<file path="src/design/gpfs_consts.svh">
`ifndef GPFS_CONSTS_SVH
`define GPFS_CONSTS_SVH
// How it works
// - Forty two-way pins in five ports of eight, pin index 0 to 7.
// - After reset all function selects are zero, so every pin but port 0 pin 6 is plain GPIO.
// - Port data register read always returns live pin levels, whatever the function.
// - Logic-array inputs always follow their pins, whatever function is selected.
// - In power-saving mode pin drive and pad parameters hold their state; registers stay writable.
// - Two-bit selector per pin at bits 4n+1:4n; other bit pairs reserved.
// - Code 00 is GPIO; 01, 10, 11 pick first, second, third alternate function.
// - Port 0 pin 7 code 01 drives core clock unless clock source field is 11.
// - Convert-start input on port 2 pin 0 works under every selector code.
// - Pad parameters for ports 0, 1: pull-up disable, two-bit drive, reserved bit.
// - Pull-up switchable only on port 0 pins 0,4-7 and all port 1 pins.
// - Port 0 pin 6 leaves reset as reset output until firmware reassigns it.

// Register byte addresses
`define GPFS_ADDR_FS0      32'hfffff400
`define GPFS_ADDR_FS1      32'hfffff404
`define GPFS_ADDR_FS2      32'hfffff408
`define GPFS_ADDR_FS3      32'hfffff40c
`define GPFS_ADDR_FS4      32'hfffff410
`define GPFS_ADDR_PAR0     32'hfffff42c
`define GPFS_ADDR_PAR1     32'hfffff43c
`define GPFS_ADDR_DAT0     32'hfffff450
`define GPFS_ADDR_DAT1     32'hfffff454
`define GPFS_ADDR_DAT2     32'hfffff458
`define GPFS_ADDR_DAT3     32'hfffff45c
`define GPFS_ADDR_DAT4     32'hfffff460

// Reset values
`define GPFS_FS_RST        32'h00000000
`define GPFS_PAR0_RST      32'h20000000
`define GPFS_PAR1_RST      32'h00000000
`define GPFS_DAT_RST       16'h0000
`define GPFS_PINS_OE_RST   40'h0000000040
`define GPFS_PAD_DRV_RST   32'h00004000

// Writable bit masks
`define GPFS_FS_WMASK      32'h33333333
`define GPFS_PAR_WMASK     32'h77777777

// Port data register fields
`define GPFS_DAT_IN_LSB    0
`define GPFS_DAT_OUT_LSB   8
`define GPFS_DAT_OE_LSB    16

// Pad parameter field offsets within a 4-bit pin slice
`define GPFS_PAR_PUD_BIT   0
`define GPFS_PAR_DRV_LSB   1

// Alternate function exists masks, bit = port*8+pin
`define GPFS_ALT1_EXISTS   40'h00fff6ffff
`define GPFS_ALT2_EXISTS   40'hffffffffbf
`define GPFS_ALT3_EXISTS   40'hffff07fff9

// Switchable pull-up masks
`define GPFS_PU_SW_P0      8'hf1
`define GPFS_PU_SW_P1      8'hff

// Special pins
`define GPFS_PIN_CLK       7
`define GPFS_PIN_RSTOUT    6
`define GPFS_PIN_CONV      16
`define GPFS_CLKSRC_EXT    2'h3
`define GPFS_CODE_GPIO     2'h0
`define GPFS_CODE_ALT1     2'h1
`endif

</file>
<file path="src/design/gpfs_pkg.sv">
package gpfs_pkg;
  // Pin-side drive towards the pads
  typedef struct packed {
    logic [39:0] out;
    logic [39:0] oe;
  } gpfs_pins_t;

  // Pad parameters applied to the pads
  typedef struct packed {
    logic [39:0] pull_up_en;
    logic [31:0] drive;
  } gpfs_pad_t;

  // Alternate function drive from peripherals, one slice per code 01..11
  typedef struct packed {
    logic [2:0][39:0] out;
    logic [2:0][39:0] oe;
  } gpfs_alt_t;
endpackage : gpfs_pkg

</file>
<file path="src/design/gpfs_top.sv">
`timescale 1ns/1ns
`include "gpfs_consts.svh"

module gpfs_top #(
  parameter int NUM_PORTS = 5
) (
  input  wire logic                clk,
  input  wire logic                rst,
  input  wire logic                ce,
  input  wire logic [31:0]         addr,
  input  wire logic [31:0]         wdata,
  input  wire logic                wr,
  input  wire logic                rd,
  output logic [31:0]              rdata,
  input  wire logic [39:0]         pin_in,
  output gpfs_pkg::gpfs_pins_t     pins,
  output gpfs_pkg::gpfs_pad_t      pad,
  input  wire gpfs_pkg::gpfs_alt_t alt,
  output logic [2:0][39:0]         alt_in,
  output logic [15:0]              logic_array_input,
  output logic                     convert_start_input_n,
  output logic                     core_clock_output_en,
  output logic                     external_clock_input_en,
  input  wire logic [1:0]          clock_source_field,
  input  wire logic                power_save
);

  // Elaboration check: the pin map is fixed at five ports of eight
  if (NUM_PORTS != 5) begin : g_bad_ports
    $error("gpfs_top serves exactly five ports");
  end

  typedef struct packed {
    logic [4:0][31:0]    fs;
    logic [1:0][31:0]    par;
    logic [1:0][31:0]    par_applied;
    logic [4:0][15:0]    dat;
    logic [39:0]         sync1;
    logic [39:0]         sync2;
    gpfs_pkg::gpfs_pins_t pins;
    gpfs_pkg::gpfs_pad_t pad;
    logic [2:0][39:0]    alt_in;
    logic [15:0]         pla;
    logic                conv_n;
    logic                core_clock_output;
    logic                external_clock_input;
    logic                rstout;
    logic [31:0]         rdata;
  } gpfs_state_t;

  gpfs_state_t st_reg;
  gpfs_state_t st_next;

  // Selector of one pin out of the select registers
  function automatic logic [1:0] sel_of(input logic [4:0][31:0] fs, input int pin);
    logic [31:0] w;
    w = fs[pin / 8];
    return w[(pin % 8) * 4 +: 2];
  endfunction : sel_of

  // Whether the alternate function for a code exists on a pin
  function automatic logic alt_exists(input logic [1:0] code, input int pin);
    logic [39:0] m1;
    logic [39:0] m2;
    logic [39:0] m3;
    m1 = `GPFS_ALT1_EXISTS;
    m2 = `GPFS_ALT2_EXISTS;
    m3 = `GPFS_ALT3_EXISTS;
    case (code)
      2'h1:    alt_exists = m1[pin];
      2'h2:    alt_exists = m2[pin];
      2'h3:    alt_exists = m3[pin];
      default: alt_exists = 1'b1;
    endcase
  endfunction : alt_exists

  // Pad parameters from an applied register pair, fixed pull-up elsewhere
  function automatic gpfs_pkg::gpfs_pad_t pad_of(input logic [1:0][31:0] par);
    gpfs_pkg::gpfs_pad_t p;
    logic [7:0]          m0;
    logic [7:0]          m1;
    m0 = `GPFS_PU_SW_P0;
    m1 = `GPFS_PU_SW_P1;
    p.pull_up_en = {40{1'b1}};
    p.drive      = '0;
    for (int k = 0; k < 8; k++) begin
      p.drive[k * 2 +: 2]       = par[0][k * 4 + `GPFS_PAR_DRV_LSB +: 2];
      p.drive[16 + k * 2 +: 2]  = par[1][k * 4 + `GPFS_PAR_DRV_LSB +: 2];
      if (m0[k]) begin
        p.pull_up_en[k] = ~par[0][k * 4 + `GPFS_PAR_PUD_BIT];
      end
      if (m1[k]) begin
        p.pull_up_en[8 + k] = ~par[1][k * 4 + `GPFS_PAR_PUD_BIT];
      end
    end
    return p;
  endfunction : pad_of

  // Port data word: zero top byte, output enables, output values, live levels
  function automatic logic [31:0] dat_word(input logic [15:0] d, input logic [7:0] lvl8);
    return {8'h00, d, lvl8};
  endfunction : dat_word

  // Next-state logic
  always_comb begin
    logic [1:0]  code;
    logic [39:0] lvl;
    logic [39:0] gout;
    logic [39:0] goe;
    code    = '0;
    lvl     = st_reg.sync2;
    gout    = '0;
    goe     = '0;
    st_next = st_reg;

    // Two-flop synchroniser on pad inputs
    st_next.sync1 = pin_in;
    st_next.sync2 = st_reg.sync1;

    // Register writes, reserved bits dropped
    if (wr) begin
      case (addr)
        `GPFS_ADDR_FS0: begin
          st_next.fs[0]  = wdata & `GPFS_FS_WMASK;
          st_next.rstout = 1'b0;
        end
        `GPFS_ADDR_FS1:  st_next.fs[1]  = wdata & `GPFS_FS_WMASK;
        `GPFS_ADDR_FS2:  st_next.fs[2]  = wdata & `GPFS_FS_WMASK;
        `GPFS_ADDR_FS3:  st_next.fs[3]  = wdata & `GPFS_FS_WMASK;
        `GPFS_ADDR_FS4:  st_next.fs[4]  = wdata & `GPFS_FS_WMASK;
        `GPFS_ADDR_PAR0: st_next.par[0] = wdata & `GPFS_PAR_WMASK;
        `GPFS_ADDR_PAR1: st_next.par[1] = wdata & `GPFS_PAR_WMASK;
        `GPFS_ADDR_DAT0: begin
          st_next.dat[0]         = wdata[`GPFS_DAT_OUT_LSB +: 16];
          st_next.par_applied[0] = st_reg.par[0];
        end
        `GPFS_ADDR_DAT1: begin
          st_next.dat[1]         = wdata[`GPFS_DAT_OUT_LSB +: 16];
          st_next.par_applied[1] = st_reg.par[1];
        end
        `GPFS_ADDR_DAT2: st_next.dat[2] = wdata[`GPFS_DAT_OUT_LSB +: 16];
        `GPFS_ADDR_DAT3: st_next.dat[3] = wdata[`GPFS_DAT_OUT_LSB +: 16];
        `GPFS_ADDR_DAT4: st_next.dat[4] = wdata[`GPFS_DAT_OUT_LSB +: 16];
        default: st_next.rdata = st_reg.rdata;
      endcase
    end

    // Read data, valid in the cycle after the strobe only
    st_next.rdata = '0;
    if (rd) begin
      case (addr)
        `GPFS_ADDR_FS0:  st_next.rdata = st_reg.fs[0];
        `GPFS_ADDR_FS1:  st_next.rdata = st_reg.fs[1];
        `GPFS_ADDR_FS2:  st_next.rdata = st_reg.fs[2];
        `GPFS_ADDR_FS3:  st_next.rdata = st_reg.fs[3];
        `GPFS_ADDR_FS4:  st_next.rdata = st_reg.fs[4];
        `GPFS_ADDR_PAR0: st_next.rdata = st_reg.par[0];
        `GPFS_ADDR_PAR1: st_next.rdata = st_reg.par[1];
        `GPFS_ADDR_DAT0: st_next.rdata = dat_word(st_reg.dat[0], lvl[7:0]);
        `GPFS_ADDR_DAT1: st_next.rdata = dat_word(st_reg.dat[1], lvl[15:8]);
        `GPFS_ADDR_DAT2: st_next.rdata = dat_word(st_reg.dat[2], lvl[23:16]);
        `GPFS_ADDR_DAT3: st_next.rdata = dat_word(st_reg.dat[3], lvl[31:24]);
        `GPFS_ADDR_DAT4: st_next.rdata = dat_word(st_reg.dat[4], lvl[39:32]);
        default:         st_next.rdata = '0;
      endcase
    end

    // Per-pin function mux over forty pins
    for (int p = 0; p < 40; p++) begin
      code = sel_of(st_reg.fs, p);
      case (code)
        `GPFS_CODE_GPIO: begin
          gout[p] = st_reg.dat[p / 8][p % 8];
          goe[p]  = st_reg.dat[p / 8][8 + p % 8];
        end
        default: begin
          if (alt_exists(code, p)) begin
            gout[p] = alt.out[code - 2'h1][p];
            goe[p]  = alt.oe[code - 2'h1][p];
          end
        end
      endcase
      for (int c = 1; c < 4; c++) begin
        st_next.alt_in[c - 1][p] = (code == 2'(c) && alt_exists(code, p)) ? lvl[p] : 1'b1;
      end
    end

    // Port 0 pin 7 clock in or clock out
    st_next.core_clock_output = 1'b0;
    st_next.external_clock_input = 1'b0;
    if (sel_of(st_reg.fs, `GPFS_PIN_CLK) == `GPFS_CODE_ALT1) begin
      if (clock_source_field == `GPFS_CLKSRC_EXT) begin
        st_next.external_clock_input           = 1'b1;
        goe[`GPFS_PIN_CLK]     = 1'b0;
      end else begin
        st_next.core_clock_output = 1'b1;
      end
    end

    // Reset output held on port 0 pin 6 until firmware rewrites port 0 select
    if (st_reg.rstout) begin
      gout[`GPFS_PIN_RSTOUT] = 1'b1;
      goe[`GPFS_PIN_RSTOUT]  = 1'b1;
    end

    // Pins and pads freeze in power-saving mode
    if (!power_save) begin
      st_next.pins.out = gout;
      st_next.pins.oe  = goe;
      st_next.pad      = pad_of(st_reg.par_applied);
    end

    // Logic-array inputs and convert start ignore the selectors
    st_next.pla    = {lvl[31:24], lvl[0], lvl[14:8]};
    st_next.conv_n = lvl[`GPFS_PIN_CONV];
  end

  // State register with synchronous reset and clock enable
  always_ff @(posedge clk) begin
    if (rst) begin
      st_reg.fs          <= {5{`GPFS_FS_RST}};
      st_reg.par         <= {`GPFS_PAR1_RST, `GPFS_PAR0_RST};
      st_reg.par_applied <= {`GPFS_PAR1_RST, `GPFS_PAR0_RST};
      st_reg.dat         <= {5{`GPFS_DAT_RST}};
      st_reg.sync1       <= '1;
      st_reg.sync2       <= '1;
      st_reg.pins.out    <= '0;
      st_reg.pins.oe     <= `GPFS_PINS_OE_RST;
      st_reg.pad         <= {{40{1'b1}}, `GPFS_PAD_DRV_RST};
      st_reg.alt_in      <= '1;
      st_reg.pla         <= '1;
      st_reg.conv_n      <= 1'b1;
      st_reg.core_clock_output        <= 1'b0;
      st_reg.external_clock_input        <= 1'b0;
      st_reg.rstout      <= 1'b1;
      st_reg.rdata       <= '0;
    end else if (ce) begin
      st_reg <= st_next;
    end
  end

  // Outputs straight from the state register
  assign rdata                   = st_reg.rdata;
  assign pins                    = st_reg.pins;
  assign pad                     = st_reg.pad;
  assign alt_in                  = st_reg.alt_in;
  assign logic_array_input       = st_reg.pla;
  assign convert_start_input_n   = st_reg.conv_n;
  assign core_clock_output_en    = st_reg.core_clock_output;
  assign external_clock_input_en = st_reg.external_clock_input;

endmodule : gpfs_top

</file>
<file path="config.mk">
export PLATFORM = sky130hd
export DESIGN_NAME = gpfs_top
export DESIGN_NICKNAME = d
export VERILOG_FILES = /design/src/design/gpfs_pkg.sv /design/src/design/gpfs_top.sv
export VERILOG_INCLUDE_DIRS = /design/src /design/src/design
export SDC_FILE = /design/constraint.sdc
export NUM_CORES = 1
export LEC_CHECK = 0
export BUFFER_PORTS_ARGS = -buffer_cell sky130_fd_sc_hd__buf_2
export CAP_MARGIN = 20
export CORE_AREA = 2 2 265 267
export CTS_CLUSTER_SIZE = 30
export DETAILED_ROUTE_END_ITERATION = 12
export DIE_AREA = 0 0 267 269
export PLACE_DENSITY = 0.7
export SLEW_MARGIN = 5
export SYNTH_ARGS = -nofsm -noshare
export SYNTH_HDL_FRONTEND = slang
export SYNTH_SLANG_ARGS = --single-unit
</file>
<file path="constraint.sdc">
create_clock -name clk -period 2.69 [get_ports clk]
set_input_delay 0.4035 -clock clk [delete_from_list [all_inputs] [get_ports clk]]
set_output_delay 0.4035 -clock clk [all_outputs]
set_load 0.02 [all_outputs]
</file>
Word-level counts from Yosys, hierarchy flattened:

Index checks and enable logic that the tools add are counted.

* register bits after elaboration: 617
* input bits: 352
* output and inout port bits: 323
* logic and storage cells: 835

* $add $sub $neg: 40
* $lt $le $gt $ge: 40
* equal/unequal tests: 133
* multiplexer cells: 490
* bitwise logic cells: 14
* reductions and logical operators: 89

Operators by type and width (number)
* 40-bit binary-select mux with 2-bit select: 80
* 32-bit == test (second input constant): 12
* 31-bit one-hot mux with 12 select lines: 1
* 1-bit 2-to-1 mux: 329
* 2-bit == test (second input constant): 81
* 2-bit by 3-bit less-than comparator with 1-bit output (second input constant): 40
* 32-bit 2-to-1 mux: 3
* 2-bit by 1-bit == test with 1-bit output (second input constant): 40
* 2-bit zero test: 40
* 40-bit 2-to-1 mux: 2
* 2-bit by 1-bit subtractor with 2-bit output (second input constant): 40
* 39-bit 2-to-1 mux: 2
* 38-bit 2-to-1 mux: 2
* 37-bit 2-to-1 mux: 2
* 36-bit 2-to-1 mux: 2
* 35-bit 2-to-1 mux: 2
* 34-bit 2-to-1 mux: 2
* 33-bit 2-to-1 mux: 2
* 31-bit 2-to-1 mux: 2
* 30-bit 2-to-1 mux: 2
* 29-bit 2-to-1 mux: 2
* 28-bit 2-to-1 mux: 2
* 27-bit 2-to-1 mux: 2
* 26-bit 2-to-1 mux: 2
* 29 further kinds: 112

Depth between registers and ports, before layout:

Gate-level depths: netlist of run 1.

* depth in word-level cells: 7
* mapped depth: 10
* depth with buffers taken out: 8

Least setup slack after synthesis of run 1:

No wires, ideal clock.

* path type: input to register
* start point: input addr[9]
* end point: register st_reg[749] in the netlist's numbering
* library setup time: 143 ps
* data arrival time: 2766 ps
* required time: 2547 ps
* slack: -219 ps
* cell stages on the path: 10
* path buffers: 4
* cell sequence: or4b_1 -> or4_1 -> buf_2 -> or2_1 -> buf_6 -> or4_4 -> buf_6 -> buf_6 -> nand2_2 -> a21oi_2

* cells in the longest elaborated chain, start to end: 2

Ends and longest elaborated chain
* start: declaration: RTL line gpfs_top.sv:10 `input wire logic [31:0] addr,`
* 32-bit == test: RTL line gpfs_top.sv:122 `case (addr)`
* 3-bit AND reduction (no source line)
* end signal: assignment: RTL line gpfs_top.sv:238 `st_reg <= st_next;`
* end: declaration: RTL line gpfs_top.sv:51 `gpfs_state_t st_reg;`

No other way between the ends.
A chain may end at the register's enable or synchronous reset.

Final worst setup path of run 1:

* start point: input addr[9]
* end point: register st_reg[505] in the netlist's numbering

Same word-level chain as after synthesis.

==> results.toml, run 1 <==
[status]
status = "complete, no violations"

[synth]
yosysMostFrequentCell = "nand2_1"
async_flop_share = 0
avgSynthCellArea_um2 = 8.20
synthFlopType = "dfxtp_1"
synth_area_um2 = 30500
synth_top_area_share = 0.402
synth_edf_count = 0
synth.distinct_cells = 61
yosys_warnings = 0
ys_top_cells_by_area = "dfxtp_1 40%, nand2_1 9.1%, buf_4 8.2%"
synth.ff_latch_count = 612
netlist_instances = 3716
yosys.area.top_type = "dfxtp_1"
synth_common_cells = "739 x nand2_1, 612 x dfxtp_1, 401 x a21oi_1"
ys_seq_area_frac = 0.402

[sta]
final.period_utilization = 0.943
max_freq_mhz = 394
tightest_slew_ns = 1.10
fin_crit_ns = 2.54
setup_viol = 0
setup_tns_ns = 0
drv_slew = 0
rsz0062_at_grt = "false"
hold_viol_final = 0
finalClockSkew_ns = 0.0343
holdWs_ns = 0.0276
slew_headroom = 0.267

[routing]
routed_via_density = 5.52
wirelength_um = 123000
dr.first_iter.drc_count = 3079
final_antenna_net_count = 0
wire_per_inst_um = 24.2
first_pass_iters = 6
drcViolationCount = 0
via_count = 28000

[clock_network]
numCtsBuffers = 66
ctsResizeCount = 0
cts.sinks = 612
post_cts_buffers = 0
clock_path_buffers = 3
clock_latency_ns = 0.61
cts_tree = "done"
htree_levels = 3
cts_root_buf = "clkbuf_16"
path_clk_slew_ns = 0.06

[critical_path]
critical_path_buf_inv_count = 3
path_depth = 9
crit_path_max_fanout = 27
ff2ff_setup_slack_ns = 0.50
cp.required_ns = 3.20
regToRegEndpoint = "pins[30]"
worst_setup_path_start_kind = "primary input"
crit_path_start = "addr[9]"
cp.arrival_ns = 3.04
crit_type = "in2reg"
rr_startpoint = "st_reg[732]"
worstPathCellList = "buf_2 -> or4b_1 -> or4_1 -> buf_4 -> nor4_2 -> and2_1 -> buf_12 -> nand2_1 -> a21oi_1"
cp_top_family = "simple AND/OR/NAND/NOR gates"
cp_slowest_cell = "or4_1"
end_kind = "register"
worstRegToRegCells = 8
slowest_delay_ns = 0.55

[die]
die-area_um2 = 71800
rows = 97
fp.coreArea_um2 = 69300
die-width_um = 267
ios = 675
fp.dieH_um = 269
floorplan.initialDensity = 0.440

[final_layout]
largest_reg_flops = 277
nets = 4579
drive_above_1_share = 0.242
regArea_um2 = 12300
final_util = 0.514
n_fill_cell = 6661
area_growth_pct = 16.8
multi_input_area_um2 = 14800

[hold_path]
min_path_type = "in2reg"
holdPathStages = 2
min_to = "st_next[327]"
min-delay-start = "pin_in[3]"

[global_route]
grt_pass1_wl_um = 172000
grt_usage = 0.328
grt.busiest_layer = "met2"
grt_use_met2 = 0.511
use_met3 = 0.0703
grt_pass1_vias = 25300
grt_antenna_before_repair = 30
use_met1 = 0.427
grt_max_degree = 213
overflow = 0

[placement]
gp_congestion = 0.966
hpwlAfterDp_um = 94100
portBuffers = 625

[power_and_ir_drop]
pwr_density_cell_nw_per_um2 = 562
vdd_ir_drop_max_mv = 0.341
leakagePower_nw = 14.0

[flow_run]
cap_violations = 0
## per-stage QoR
stage	instance area (um2)	setup slack (ns)	power, mW	cells
floorplan	30700	-0.109	10.2	3759
global placement	33200	-0.317	10.8	4922
detailed placement	33200	-0.388	10.8	4922
CTS	35500	0.235	20.1	5052
global route	35600	0.0747	20.5	5069
finish	35600	0.153	20.0	5075
## power breakdown
part           internal, mW  switching, mW
sequential             9.20          0.123
combinational         0.485          0.815
clock                  5.52           3.87
## worst max-delay path by stage
stage | end | slack (ns)
finish | st_reg[505] | 0.15
global route | st_reg[404] | 0.07
CTS | st_reg[505] | 0.23
detailed placement | st_reg[505] | -0.39
global placement | st_reg[416] | -0.32
floorplan | st_reg[749] | -0.11
## cells by family (layout without fill, tap and decap cells)
| group | count (synthesis) | count (layout) | share of synthesized area |
|---|---|---|---|
| and+or+nand+nor | 1353 | 1353 | 0.203 |
| AOI/OAI and AO/OA | 876 | 876 | 0.182 |
| buffers and inverters | 631 | 984 | 0.120 |
| DFF | 612 | 612 | 0.402 |
| adders and majority gates | 160 | 160 | 0.0657 |
| muxes | 81 | 81 | 0.0266 |
| other | 2 | 68 | 0.000246 |
| xor gates and xnor gates | 1 | 1 | 0.000287 |
## placed cells by master (no fill, tap or decap), drive strengths merged, types with 35 or more instances in the layout
cell type  Yosys  layout
a22o          66      66
o21ai        118     118
inv           80      81
nand2        749     749
a211o         94      94
clkbuf       189      92
or2           73      73
a21oi        411     411
nand3b        37      37
a31oi         51      51
dfxtp        612     612
mux2i         81      81
nor3          37      37
buf          362     774
nor2b        109     109
nor2         209     209
ha           160     160
a221oi        35      35
conb           2      45
nand3         51      51
a22oi         37      37
## repair_timing
item,CTS,global route
setup endpoints to repair,0,0
endpoints found under the hold margin,17,0
hold buffers,17,0
## routing by layer
metal	wire [um]	part of all wire
met1	50800	0.41
met3	11500	0.094
met4	6360	0.052
met2	53900	0.44
met5	70	0.00057
## final cells by class
class | count | area share
Multi-Input combinational cell | 2516 | 0.416
Sequential cell | 612 | 0.344
Timing Repair Buffer | 791 | 0.135
Clock buffer | 92 | 0.0546
Tap cell | 940 | 0.0330
Inverter | 80 | 0.00844
Clock inverter | 21 | 0.00707
Antenna cell | 23 | 0.00162
(Power assumes the default switching activity.)
==> inputs of run 2 (changes only) <==
--- a/config.mk
+++ b/config.mk
@@ -9,6 +9,7 @@
 export BUFFER_PORTS_ARGS = -buffer_cell sky130_fd_sc_hd__buf_2
 export CAP_MARGIN = 20
 export CORE_AREA = 2 2 265 267
+export CTS_BUF_LIST = sky130_fd_sc_hd__clkbuf_4 sky130_fd_sc_hd__clkbuf_8 sky130_fd_sc_hd__clkbuf_16
 export CTS_CLUSTER_SIZE = 30
 export DETAILED_ROUTE_END_ITERATION = 12
 export DIE_AREA = 0 0 267 269
==> run 2 against run 1 <==
Worst hold slack got worse by 0.0015 ns. First-iteration DRC count down 4.3%. Cell count about the same. Via count fell by 0.17%. Largest cell class unchanged. Highest routed layer unchanged.
==> results.toml, run 2 (synthesized netlist as in run 1, its figures left out) <==
[critical_path]
worstPathCellList = "buf_2 -> or4b_1 -> or4_1 -> buf_4 -> nor4_2 -> and2_1 -> buf_12 -> nand2_1 -> a21oi_1"
crit_type = "in2reg"
cp_slowest_cell = "or4_1"
critical_path_buf_inv_count = 3
cp.arrival_ns = 3.01
end_kind = "register"
rr_startpoint = "st_reg[732]"
crit_path_max_fanout = 27
cp.required_ns = 3.20
worst_setup_path_start_kind = "primary input"
crit_path_start = "addr[9]"
cp_top_family = "simple AND/OR/NAND/NOR gates"
slowest_delay_ns = 0.53

[final_layout]
drive_above_1_share = 0.244
nets = 4579
final_util = 0.514
layout_common_cells = "738 x nand2_1, 623 x buf_2, 612 x dfxtp_1"
final_common_cell = "nand2_1"
n_fill_cell = 6654
largest_reg_flops = 277
area_growth_pct = 16.9

[global_route]
grt_max_degree = 213
grt_pass1_wl_um = 172000
overflow = 0
grt_usage = 0.328
grt_antenna_before_repair = 31
grt_pass1_vias = 25300

[die]
ios = 675
fp.dieH_um = 269
floorplan.initialDensity = 0.440
fp.coreArea_um2 = 69300
rows = 97
die-width_um = 267
die-area_um2 = 71800

[clock_network]
cts_tree = "done"
cts.sinks = 612
htree_levels = 3
cts_root_buf = "clkbuf_16"
clock_path_buffers = 3
path_clk_slew_ns = 0.06
clock_latency_ns = 0.61
ctsResizeCount = 0
numCtsBuffers = 66

[sta]
slew_headroom = 0.312
hold_viol_final = 0
setup_tns_ns = 0
rsz0062_at_grt = "false"
max_freq_mhz = 400
tightest_slew_ns = 1.03
fin_crit_ns = 2.50
final.period_utilization = 0.929
drv_slew = 0
setup_viol = 0
finalClockSkew_ns = 0.0356

[routing]
wire_per_inst_um = 24.2
wirelength_um = 123000
drcViolationCount = 0
final_antenna_net_count = 0
via_count = 28000
first_pass_iters = 6
dr.first_iter.drc_count = 2947
routed_via_density = 5.51

[power_and_ir_drop]
p_sw_mw = 4.81
seqPwrFrac = 0.464
swShare = 0.239
combPwrFrac = 0.065
internal_power_mw = 15.3
pwr_density_cell_nw_per_um2 = 564
vdd_ir_drop_max_mv = 0.341
finalPower_mw = 20.1
clkPwrFrac = 0.472
leakagePower_nw = 14.1

[placement]
portBuffers = 625
gp_congestion = 0.966
hpwlAfterDp_um = 94100

[hold_path]
min_path_type = "in2reg"
min-delay-start = "pin_in[1]"

[flow_run]
cap_violations = 0

[status]
status = "complete, no violations"
==> run 2: what timing repair did <==
| item | CTS | global route |
|---|---|---|
| setup buffers | 0 | 0 |
| endpoints found under the hold margin | 17 | 0 |
| hold buffers | 17 | 0 |
| setup endpoints to repair | 0 | 0 |
==> run 2: metrics by stage <==
step / std cells / instance area, um2 / worst slack (ns) / hold slack, ns
after global placement: 4922 / 33200 / -0.317 / 0.422
after floorplan: 3759 / 30700 / -0.109 / 0.416
after global routing: 5070 / 35600 / 0.0737 / 0.0197
final: 5076 / 35600 / 0.190 / 0.0260
after CTS: 5052 / 35600 / 0.235 / 0.000142
after detailed placement: 4922 / 33200 / -0.388 / 0.432
==> run 2: power groups by stage <==
stage	clock [mW]	sequential [mW]	combinational (mW)
floorplan	0	9.45	0.786
global placement	0	9.51	1.25
detailed placement	0	9.51	1.26
CTS	9.56	9.31	1.29
global route	9.90	9.32	1.39
finish	9.48	9.32	1.30
==> run 2: area by class of cell <==
| class | instances | area (um2) | area share |
|---|---|---|---|
| timing repair buffer | 791 | 4800 | 0.135 |
| tap | 940 | 1180 | 0.0330 |
| clock buffer | 92 | 1980 | 0.0555 |
| antenna | 24 | 60.1 | 0.00169 |
| sequential | 612 | 12300 | 0.344 |
| clock inverter | 21 | 251 | 0.00706 |
| multi-input combinational | 2516 | 14800 | 0.416 |
| inverter | 80 | 300 | 0.00843 |
==> run 2: path summary, 6_finish.rpt <==
path | slack [ns] | cells past startpoint | endpoint
hold / removal | 0.03 | 2 | st_next[325]
hold reg to reg | 0.44 | 1 | st_reg[361]
setup / recovery | 0.19 | 9 | st_reg[505]
setup reg to reg | 0.48 | 8 | pins[30]
==> run 2: worst register-to-register path, cell delays in order, from the launching register on <==
cell,delay (ns)
dfxtp_1,0.60
inv_1,0.26
ha_1,0.47
mux2i_1,0.22
nor2_1,0.06
a31oi_1,0.20
o21ai_0,0.11
nand2_1,0.07
a21oi_1,0.06
==> run 2: layer usage <==
metal / GRT usage / part of all wire
met1: 0.424 / 0.41
met2: 0.512 / 0.44
met3: 0.0725 / 0.096
met4: 0.172 / 0.049
met5: 0 / 0.00056
